## config.mk

```make
export PLATFORM = sky130hd
export DESIGN_NAME = fscw_top
export DESIGN_NICKNAME = d
export VERILOG_FILES = /design/src/logic/fscw_channel.v /design/src/logic/fscw_top.v
export VERILOG_INCLUDE_DIRS = /design/src /design/src/logic
export SDC_FILE = /design/constraint.sdc
export NUM_CORES = 1
export LEC_CHECK = 0
export ABC_AREA = 1
export BUFFER_PORTS_ARGS = -buffer_cell sky130_fd_sc_hd__buf_4
export CAP_MARGIN = 0
export CORE_MARGIN = 3
export CORE_UTILIZATION = 55
export DETAILED_ROUTE_END_ITERATION = 8
export GPL_TIMING_DRIVEN = 0
export PLACE_DENSITY = 0.85
export SYNTH_ARGS = -nofsm -noshare
export SYNTH_HDL_FRONTEND = slang
export SYNTH_HIERARCHICAL = 1
export SYNTH_SLANG_ARGS = --single-unit
```

## constraint.sdc

```tcl
create_clock -name clk_sys -period 10.15 [get_ports clk_sys]
set_clock_uncertainty 0.05 [all_clocks]
set_input_delay 2.03 -clock clk_sys [delete_from_list [all_inputs] [get_ports clk_sys]]
set_output_delay 2.03 -clock clk_sys [all_outputs]
set_load 0.01 [all_outputs]
```

## src/logic/fscw_defs.vh

```
`ifndef FSCW_DEFS_VH
`define FSCW_DEFS_VH

// synchroniser depth
`define FSCW_SYNC_STAGES 2
// pwm period in system clocks
`define FSCW_PWM_PERIOD 8'h64
// full drive duty
`define FSCW_DUTY_FULL 8'h64
// reset duty
`define FSCW_DUTY_RST 8'h32
// tolerance in percent
`define FSCW_TOL_PCT 8'h02
// percent scale
`define FSCW_PCT_SCALE 8'h64

`endif

```

## src/logic/fscw_channel.v

```verilog
`timescale 1ns/100ps
`include "fscw_defs.vh"

module fscw_channel #(
    parameter CNT_W = 16
) (
    // clock and reset
    input wire clk_sys,
    input wire rst_n,
    // measurement inputs, already synchronised
    input wire tach_s,
    input wire ref_s,
    // control
    input wire [CNT_W-1:0] target_cnt,
    input wire force_full,
    // results
    output reg [CNT_W-1:0] speed_q,
    output reg pwm_q,
    output reg in_band_q,
    output reg stalled_q
);

// --------------------------------------------------------------
// speed measurement
// --------------------------------------------------------------
// speed is the number of reference edges per tach period: larger = slower
reg tach_d1_q;
reg ref_d1_q;
reg [CNT_W-1:0] ref_cnt_q;
reg upd_q;
wire tach_rise = tach_s & ~tach_d1_q;
wire ref_rise = ref_s & ~ref_d1_q;
wire cnt_max = &ref_cnt_q;

always @(posedge clk_sys) begin
    if (!rst_n) begin
        tach_d1_q <= 1'b0;
        ref_d1_q <= 1'b0;
        ref_cnt_q <= {CNT_W{1'b0}};
        speed_q <= {CNT_W{1'b1}};
        upd_q <= 1'b0;
        stalled_q <= 1'b0;
    end else begin
        tach_d1_q <= tach_s;
        ref_d1_q <= ref_s;
        upd_q <= 1'b0;
        if (tach_rise) begin
            speed_q <= ref_cnt_q;
            ref_cnt_q <= {CNT_W{1'b0}};
            upd_q <= 1'b1;
            stalled_q <= 1'b0;
        end else if (ref_rise && !cnt_max) begin
            ref_cnt_q <= ref_cnt_q + 1'b1;
        end else if (ref_rise) begin
            // saturated: fan stopped, report slowest and push drive up
            speed_q <= {CNT_W{1'b1}};
            stalled_q <= 1'b1;
            upd_q <= 1'b1;
        end
    end
end

// --------------------------------------------------------------
// regulation loop and pwm
// --------------------------------------------------------------
reg [7:0] duty_q;
reg [7:0] phase_q;
wire [CNT_W+7:0] err_scaled;
wire [CNT_W+7:0] tol_band;
wire too_slow = speed_q > target_cnt;
wire [CNT_W-1:0] diff = too_slow ? (speed_q - target_cnt) : (target_cnt - speed_q);
assign err_scaled = {8'h00, diff} * {{CNT_W{1'b0}}, `FSCW_PCT_SCALE};
assign tol_band = {8'h00, target_cnt} * {{CNT_W{1'b0}}, `FSCW_TOL_PCT};
wire in_band = err_scaled <= tol_band;

always @(posedge clk_sys) begin
    if (!rst_n) begin
        duty_q <= `FSCW_DUTY_RST;
        phase_q <= 8'h00;
        pwm_q <= 1'b0;
        in_band_q <= 1'b0;
    end else begin
        phase_q <= (phase_q == `FSCW_PWM_PERIOD - 8'h01) ? 8'h00 : phase_q + 8'h01;
        // override only forces the pin; the loop keeps adjusting duty_q underneath
        pwm_q <= force_full ? 1'b1 : (phase_q < duty_q);
        if (upd_q) begin
            in_band_q <= in_band;
            if (!in_band && too_slow && duty_q != `FSCW_DUTY_FULL) begin
                duty_q <= duty_q + 8'h01;
            end else if (!in_band && !too_slow && duty_q != 8'h00) begin
                duty_q <= duty_q - 8'h01;
            end
        end
    end
end

endmodule

```

## src/logic/fscw_top.v

```verilog
`timescale 1ns/100ps
`include "fscw_defs.vh"

module fscw_top #(
    parameter CNT_W = 16
) (
    // clock and reset
    input wire clk_sys,
    input wire rst_n,
    // fan pins
    input wire tach0,
    input wire tach1,
    input wire ref_clk_in,
    output wire fan_drv0,
    output wire fan_drv1,
    // thermometer results, same clock
    input wire [7:0] temp_r0,
    input wire [7:0] temp_r1,
    input wire [7:0] tmax_r0,
    input wire [7:0] tmax_r1,
    input wire open_r0,
    input wire open_r1,
    input wire short_r0,
    input wire short_r1,
    // register interface side (byte transactions decoded outside)
    input wire [CNT_W-1:0] target0,
    input wire [CNT_W-1:0] target1,
    output wire [CNT_W-1:0] speed0,
    output wire [CNT_W-1:0] speed1,
    output wire [3:0] fan_status,
    output reg override_q
);

// --------------------------------------------------------------
// pin synchronisers
// --------------------------------------------------------------
reg [2:0] sync1_q;
reg [2:0] sync2_q;
always @(posedge clk_sys) begin
    if (!rst_n) begin
        sync1_q <= 3'h0;
        sync2_q <= 3'h0;
    end else begin
        sync1_q <= {ref_clk_in, tach1, tach0};
        sync2_q <= sync1_q;
    end
end

// --------------------------------------------------------------
// watchdog
// --------------------------------------------------------------
// signed compare: values are two's complement degrees
wire hot0 = $signed(temp_r0) > $signed(tmax_r0);
wire hot1 = $signed(temp_r1) > $signed(tmax_r1);
wire wd_cond = hot0 | hot1
    | open_r0 | open_r1
    | (short_r0 & short_r1);

always @(posedge clk_sys) begin
    if (!rst_n) begin
        override_q <= 1'b0;
    end else begin
        override_q <= wd_cond;
    end
end

// --------------------------------------------------------------
// channels
// --------------------------------------------------------------
wire [1:0] pwm;
wire [1:0] in_band;
wire [1:0] stalled;

// two instances, sharing only clock, reset, the override and the synchronised reference clock
fscw_channel #(.CNT_W(CNT_W)) u_ch0 (
    .clk_sys(clk_sys),
    .rst_n(rst_n),
    .tach_s(sync2_q[0]),
    .ref_s(sync2_q[2]),
    .target_cnt(target0),
    .force_full(override_q),
    .speed_q(speed0),
    .pwm_q(pwm[0]),
    .in_band_q(in_band[0]),
    .stalled_q(stalled[0])
);

fscw_channel #(.CNT_W(CNT_W)) u_ch1 (
    .clk_sys(clk_sys),
    .rst_n(rst_n),
    .tach_s(sync2_q[1]),
    .ref_s(sync2_q[2]),
    .target_cnt(target1),
    .force_full(override_q),
    .speed_q(speed1),
    .pwm_q(pwm[1]),
    .in_band_q(in_band[1]),
    .stalled_q(stalled[1])
);

assign fan_drv0 = pwm[0];
assign fan_drv1 = pwm[1];
assign fan_status = {stalled[1], in_band[1], stalled[0], in_band[0]};

endmodule

```

==> impl_metrics.toml, run 1 <==
[routing]
via_count = 12961
vias_per_cell = 5.33
final_antenna_net_count = 0
drtIter0Drc = 823
finalWirelength_um = 34200
firstDrtPassIters = 5
drc_errors = 0
post_drt_wl_per_cell_um = 14.1

[yosys]
syn_area_per_cell_um2 = 6.80
yosysWarnings = 6
synth_edf_count = 0
ys_async_sr_fraction_pct = 0
yosysSeqAreaShare_pct = 17.2
synth_top_area_share_pct = 22.6
syn_inst = 1969
ys_seq_elements = 115
synth.distinct_cells = 58
yosys-top-cells-area = "ha_1 23%, dfxtp_1 17%, nand2_1 13%"
yosysMostFrequentCell = "nand2_1"
synth_area_um2 = 13400
syn_nets = 2312
ys.flop_type = "dfxtp_1"
synth_common_cells = "450 x nand2_1, 393 x inv_1, 242 x ha_1, 148 x a21oi_1, 129 x nor2_1"
yosysTopAreaCell = "ha_1"

[critical_path]
worst_path_most_repeated_cell = "nand2_1"
cp-startpoint = "target1[9]"
critical_path_class = "in2reg"
cp.arrival_ps = 9700
slowest_stage = "fa_1"
required_ps = 10450
critPathMaxStageDelay_ps = 520
crit_path_end_kind = "flip-flop"
start_kind = "input port"
crit_path_max_fanout = 10
regToRegStartpoint = "u_ch1/speed_q[0]"

[placement]
dp_hpwl_um = 28300
port_buffers = 111
place_congestion = 0.929
placed_area_um2 = 14600
dp_cells = 2399

[sta]
tightest_slew_ps = 1260
rsz0062_at_grt = "false"
slew_viol_final = 0
fin_setup_tns_ps = 0
hold_violations = 0
fmax_mhz = 106
post-route-period-util_pct = 92.6
slew_headroom_pct = 14.8
finalSetupViolations = 0
hold-worst-slack_ps = 369
post-route-min-period_ps = 9390

[clock_network]
cts_buffer_depth = 2
h-tree-depth = 4
insertion_delay_ps = 420
numCtsBuffers = 17
postCtsSetupBuffers = 0
clock_sinks = 115
path_clk_slew_ps = 60
postCtsHoldBufs = 0
tritoncts = "done"
cts_root_buffer = "clkbuf_16"

[min_path]
hold_class = "reg2reg"
worstHoldStart = "sync1_q[1]"

[global_route]
grt_usage_pct = 25.9
antenna_found_initial = 0
grt_pass1_wl_um = 57200
grt_pass1_vias = 12755
grt_overflow = 0
grt_max_degree = 17

[floorplanning]
ios = 112
core_um2 = 23700
fp-row-count = 56
start_util_pct = 56.6
die_h_um = 162
die_w_um = 162
dieArea_um2 = 26300

[cells_and_area]
syn_to_final_growth_pct = 13.9
final_cell_count_no_fill = 2431
nets = 2442
antenna_cells = 0
drive_above_1_share_pct = 10.7
final_area_um2 = 15300

[pwr]
power-per-cell-area_nw_per_um2 = 293
vdd_drop_max_mv = 0.329
leakagePower_uw = 0.00841

[outcome]
status = "completed"

[job]
maxCapViolCount = 0
[flip-flops by register name, summed over array words and instances, names as in the netlist, 3 cells and up]
register	count
sync1_q	3
u_ch0/phase_q	8
u_ch0/duty_q	8
u_ch0/speed_q	16
sync2_q	3
u_ch1/speed_q	16
u_ch0/ref_cnt_q	16
u_ch1/duty_q	8
u_ch1/ref_cnt_q	16
u_ch1/phase_q	8
[critical path, delay by kind of cell]
| family | cells | cell delay [ps] |
|---|---|---|
| and+or+nand+nor | 26 | 2480 |
| AOI/OAI and AO/OA | 8 | 1350 |
| xor gates and xnor gates | 2 | 350 |
| buffers and inverters | 10 | 1110 |
| adders and majority gates | 7 | 2350 |
[final timing paths]
| kind | endpoint | slack, ps | cells after the start |
|---|---|---|---|
| worst max-delay path | u_ch1/duty_q[7] | 760 | 53 |
| worst max register to register | u_ch1/duty_q[7] | 2050 | 55 |
| worst min-delay path | sync2_q[1] | 370 | 2 |
| worst min register to register | sync2_q[1] | 370 | 2 |
[area by class of cell]
class	instances	area [µm²]
multi-input combinational	1424	9430
fill	2106	8430
sequential	115	2300
inverter	409	1540
timing repair buffer	111	833
clock buffer	17	425
tap	319	399
clock inverter	15	195
buffer	21	129
[layer usage]
layer	up-vias	share of wire (%)	track usage [%]
met2	361	50	47.6
met4	0	2.1	7.60
li1	6618	-	-
met3	54	5.6	2.75
met5	-	0	0
met1	5928	42	32.1
[cell usage in the layout, fill, tap and decap left out, types with 5 or more instances in the layout]
cell	Yosys	layout
nand2_1	450	449
inv_1	393	393
ha_1	242	242
a21oi_1	148	148
nor2_1	129	129
dfxtp_1	115	115
buf_4	1	112
nand3_1	70	70
o21ai_0	60	60
xor2_1	56	56
o22ai_1	32	32
fa_1	28	28
nand4_1	24	24
nor3_1	21	21
clkbuf_16	0	17
xnor2_1	17	17
nand2_2	14	15
a21o_1	12	12
a31oi_1	12	12
inv_2	9	9
o211ai_1	9	9
o21ai_1	8	8
clkbuf_1	8	8
buf_2	7	7
nor4_1	7	7
nand2_4	6	6
o21ai_2	6	6
nand3b_1	6	6
or2_2	6	6
o21a_1	6	6
inv_6	0	5
buf_6	5	5
clkinv_1	5	5
a211oi_1	5	5
mux2i_1	5	5
[cells by family after synthesis]
group / count (synthesis) / share of synthesized area (%)
simple gates: 751 / 24.1
buf+inv: 430 / 12.5
compound gates: 322 / 14.0
fa+ha+maj: 270 / 26.8
flops: 115 / 17.2
xor+xnor: 76 / 5.14
mux: 5 / 0.374
[report_power, final]
part           internal (µW)  switching, µW  total [µW]
registers                467           19.8         487
clock network            393            230         623
logic                   1270           2080        3350
total                   2130           2330        4460
[through the flow]
stage,power (µW),setup WS [ps],util (%)
floorplan,3060,1730,-
global placement,3640,580,61.8
detailed placement,3800,351,61.8
CTS,4460,736,64.4
global route,5030,117,64.4
finish,4460,756,64.4
[what timing repair did]
item | in CTS | in global routing
endpoints found under the setup margin | 0 | 1
resized for setup | 0 | 1
hold endpoints to repair | 0 | 0
Note: power is estimated with default switching activity, not from simulation.
==> inputs of run 2 (changes only) <==
--- a/config.mk
+++ b/config.mk
@@ -13,8 +13,7 @@
 export CORE_UTILIZATION = 55
 export DETAILED_ROUTE_END_ITERATION = 8
 export GPL_TIMING_DRIVEN = 0
-export PLACE_DENSITY = 0.85
+export PLACE_DENSITY = 0.71
 export SYNTH_ARGS = -nofsm -noshare
 export SYNTH_HDL_FRONTEND = slang
-export SYNTH_HIERARCHICAL = 1
 export SYNTH_SLANG_ARGS = --single-unit
==> run 2 against run 1 <==
Die area shrank 1.2%. Register-to-register slack got worse by 90 ps. Worst hold slack about the same. Global-route usage is 0.37 points higher. Cell count shrank 0.49%. Non-clock buffer count is 1 higher. First-iteration DRC count fell by 4.3%. Clock-buffer cell count rose by 1. Setup slack worse by 100 ps. Power is 2.9% higher. Sequential cell count fell by 1. Critical path type unchanged. Critical endpoint is now u_ch0.duty_q[7]. Largest power group unchanged.
==> impl_metrics.toml, run 2 <==
[yosys]
synth_compound_gate_area_share_pct = 14.8
syn_inst = 1958
synth_top_area_share_pct = 22.9
yosys-top-cells-area = "ha_1 23%, dfxtp_1 17%, nand2_1 12%"
synth-xor-area-share_pct = 4.43
synthSimpleGateAreaFrac_pct = 22.7
syn_nets = 2301
syn_area_per_cell_um2 = 6.76
yosysTopAreaCell = "ha_1"
ys_async_sr_fraction_pct = 0
synth_common_cells = "430 x nand2_1, 421 x inv_1, 242 x ha_1, 172 x a21oi_1, 114 x dfxtp_1"
synth_mux_area_share_pct = 0.454
synth_fa_ha_area_share_pct = 27.1
synth_top_family_by_area = "adder cells"
yosysMostFrequentCell = "nand2_1"
ys.flop_type = "dfxtp_1"
synth_edf_count = 0
synth_area_um2 = 13200
yosysWarnings = 0
yosysSeqAreaShare_pct = 17.2
ys_seq_elements = 114
synth.distinct_cells = 56

[placement]
dp_hpwl_um = 28600
place_congestion = 0.956
placed_area_um2 = 14500
pre_cts_ws_ps = 216
port_buffers = 110

[min_path]
hold_end = "sync2_q[0]"
whs_path_depth = 2
worstHoldStart = "sync1_q[0]"
hold_class = "reg2reg"

[critical_path]
worst_path_most_repeated_cell = "nand2_1"
crit_path_max_fanout = 10
regToRegStartpoint = "u_ch0.speed_q[0]"
reg2reg_depth = 52
crit_path_end_kind = "flip-flop"
regToRegSetupSlack_ps = 1960
critical_path_class = "in2reg"
r2r_end = "u_ch0.duty_q[7]"
slowest_stage = "fa_1"
critPathMaxStageDelay_ps = 490
start_kind = "input port"
required_ps = 10410
cp.arrival_ps = 9760

[pwr]
power-per-cell-area_nw_per_um2 = 304
vdd_drop_max_mv = 0.227
leakagePower_uw = 0.00838

[outcome]
status = "completed"

[global_route]
grt_pass1_vias = 12224
grt_overflow = 0
antenna_found_initial = 0
grt_usage_pct = 26.3
grt_max_degree = 17
grt_pass1_wl_um = 57100

[routing]
finalWirelength_um = 34300
drtIter0Drc = 788
drc_errors = 0
via_count = 12687
firstDrtPassIters = 5
final_antenna_net_count = 0
post_drt_wl_per_cell_um = 14.2
vias_per_cell = 5.24

[sta]
fin_setup_tns_ps = 0
slew_headroom_pct = 19.6
fmax_mhz = 105
finalSetupViolations = 0
layout_setup_ws_ps = 653
post-route-period-util_pct = 93.6
hold_violations = 0
post-route-min-period_ps = 9500
tightest_slew_ps = 1190
slew_viol_final = 0
rsz0062_at_grt = "false"

[cells_and_area]
syn_to_final_growth_pct = 13.9
layout_common_cells = "428 x nand2_1, 421 x inv_1, 242 x ha_1"
fill_cells = 2233
antenna_cells = 0
drive_above_1_share_pct = 9.33
final_common_cell = "nand2_1"
final_area_um2 = 15100
post-route-util_pct = 64.0
nets = 2430

[clock_network]
cts_root_buffer = "clkbuf_16"
numCtsBuffers = 17
h-tree-depth = 4
insertion_delay_ps = 410
clock_sinks = 114
cts_buffer_depth = 2
cts_resized = 0
tritoncts = "done"
path_clk_slew_ps = 60
postCtsHoldBufs = 0
postCtsSetupBuffers = 0

[floorplanning]
dieArea_um2 = 26000
die_h_um = 161
ios = 112
start_util_pct = 56.2
fp-row-count = 56
die_w_um = 161
core_um2 = 23500

[job]
maxCapViolCount = 0
[run 2: cell types whose count changed in the layout (fill, tap and decap cells not counted), sizes merged, moves of 4 or more]
cell	before	now
o21bai	1	9
inv	411	428
a31oi	12	7
xor2	59	54
nor3	24	30
nand2	470	440
a21oi	152	174
o21ai	75	81
xnor2	17	13
a211oi	5	1
nor2	136	110
[run 2: worst max-delay path by stage]
stage,from,end,slack (ps),cells after the start
after floorplan,target1[0],u_ch1.duty_q[7],1660,53
after global placement,target0[9],u_ch0.duty_q[7],320,53
after detailed placement,target0[9],u_ch0.duty_q[7],220,53
after CTS,target0[9],u_ch0.duty_q[7],610,53
after global routing,target1[9],u_ch1.duty_q[7],70,51
final,target0[9],u_ch0.duty_q[7],650,51
[run 2: final cells by class]
class                      count  area, µm²  area share [%]
inverter                     430       1620            10.8
buffer                        23        130           0.863
clock inverter                14        181            1.20
sequential                   114       2280            15.1
multi-input combinational   1391       9210            61.1
clock buffer                  18        429            2.85
tap                          319        399            2.65
timing repair buffer         110        826            5.48
[run 2: layer usage]
metal / vias to the layer above / track usage, % / part of all wire, %
met5: - / 0 / 0
met1: 5747 / 35.0 / 47
met2: 323 / 45.4 / 46
li1: 6565 / - / -
met3: 52 / 3.10 / 4.8
met4: 0 / 6.96 / 2.0
[run 2: kinds of logic (layout without fill, tap and decap cells)]
family | count (synthesis) | count (layout)
muxes | 6 | 6
AOI/OAI and AO/OA | 346 | 346
buffers and inverters | 453 | 595
xor gates and xnor gates | 67 | 67
adders and majority gates | 270 | 270
and+or+nand+nor | 702 | 702
DFF | 114 | 114
[run 2: metrics by stage]
step | cells | hold WS [ps] | power, µW
6_report | 2419 | 369 | 4590
2_1_floorplan | 1958 | 340 | 3160
3_3_place_gp | 2387 | 342 | 3850
4_1_cts | 2419 | 362 | 4580
3_5_place_dp | 2387 | 349 | 3940
5_1_grt | 2419 | 379 | 5170
[run 2: where the power goes]
part           switching, µW  total, µW  internal (µW)  leakage (µW)
clock                    223        612            389      0.000284
combinational           2200       3500           1290       0.00717
sequential              19.5        483            463      0.000929
[run 2: critical path: cells and delay by family]
kind,cells,cell delay (ps)
adders and majority gates,7,2500
and+or+nand+nor,28,3140
AOI/OAI and AO/OA,4,600
muxes,1,220
buffers and inverters,9,780
xor gates and xnor gates,2,480
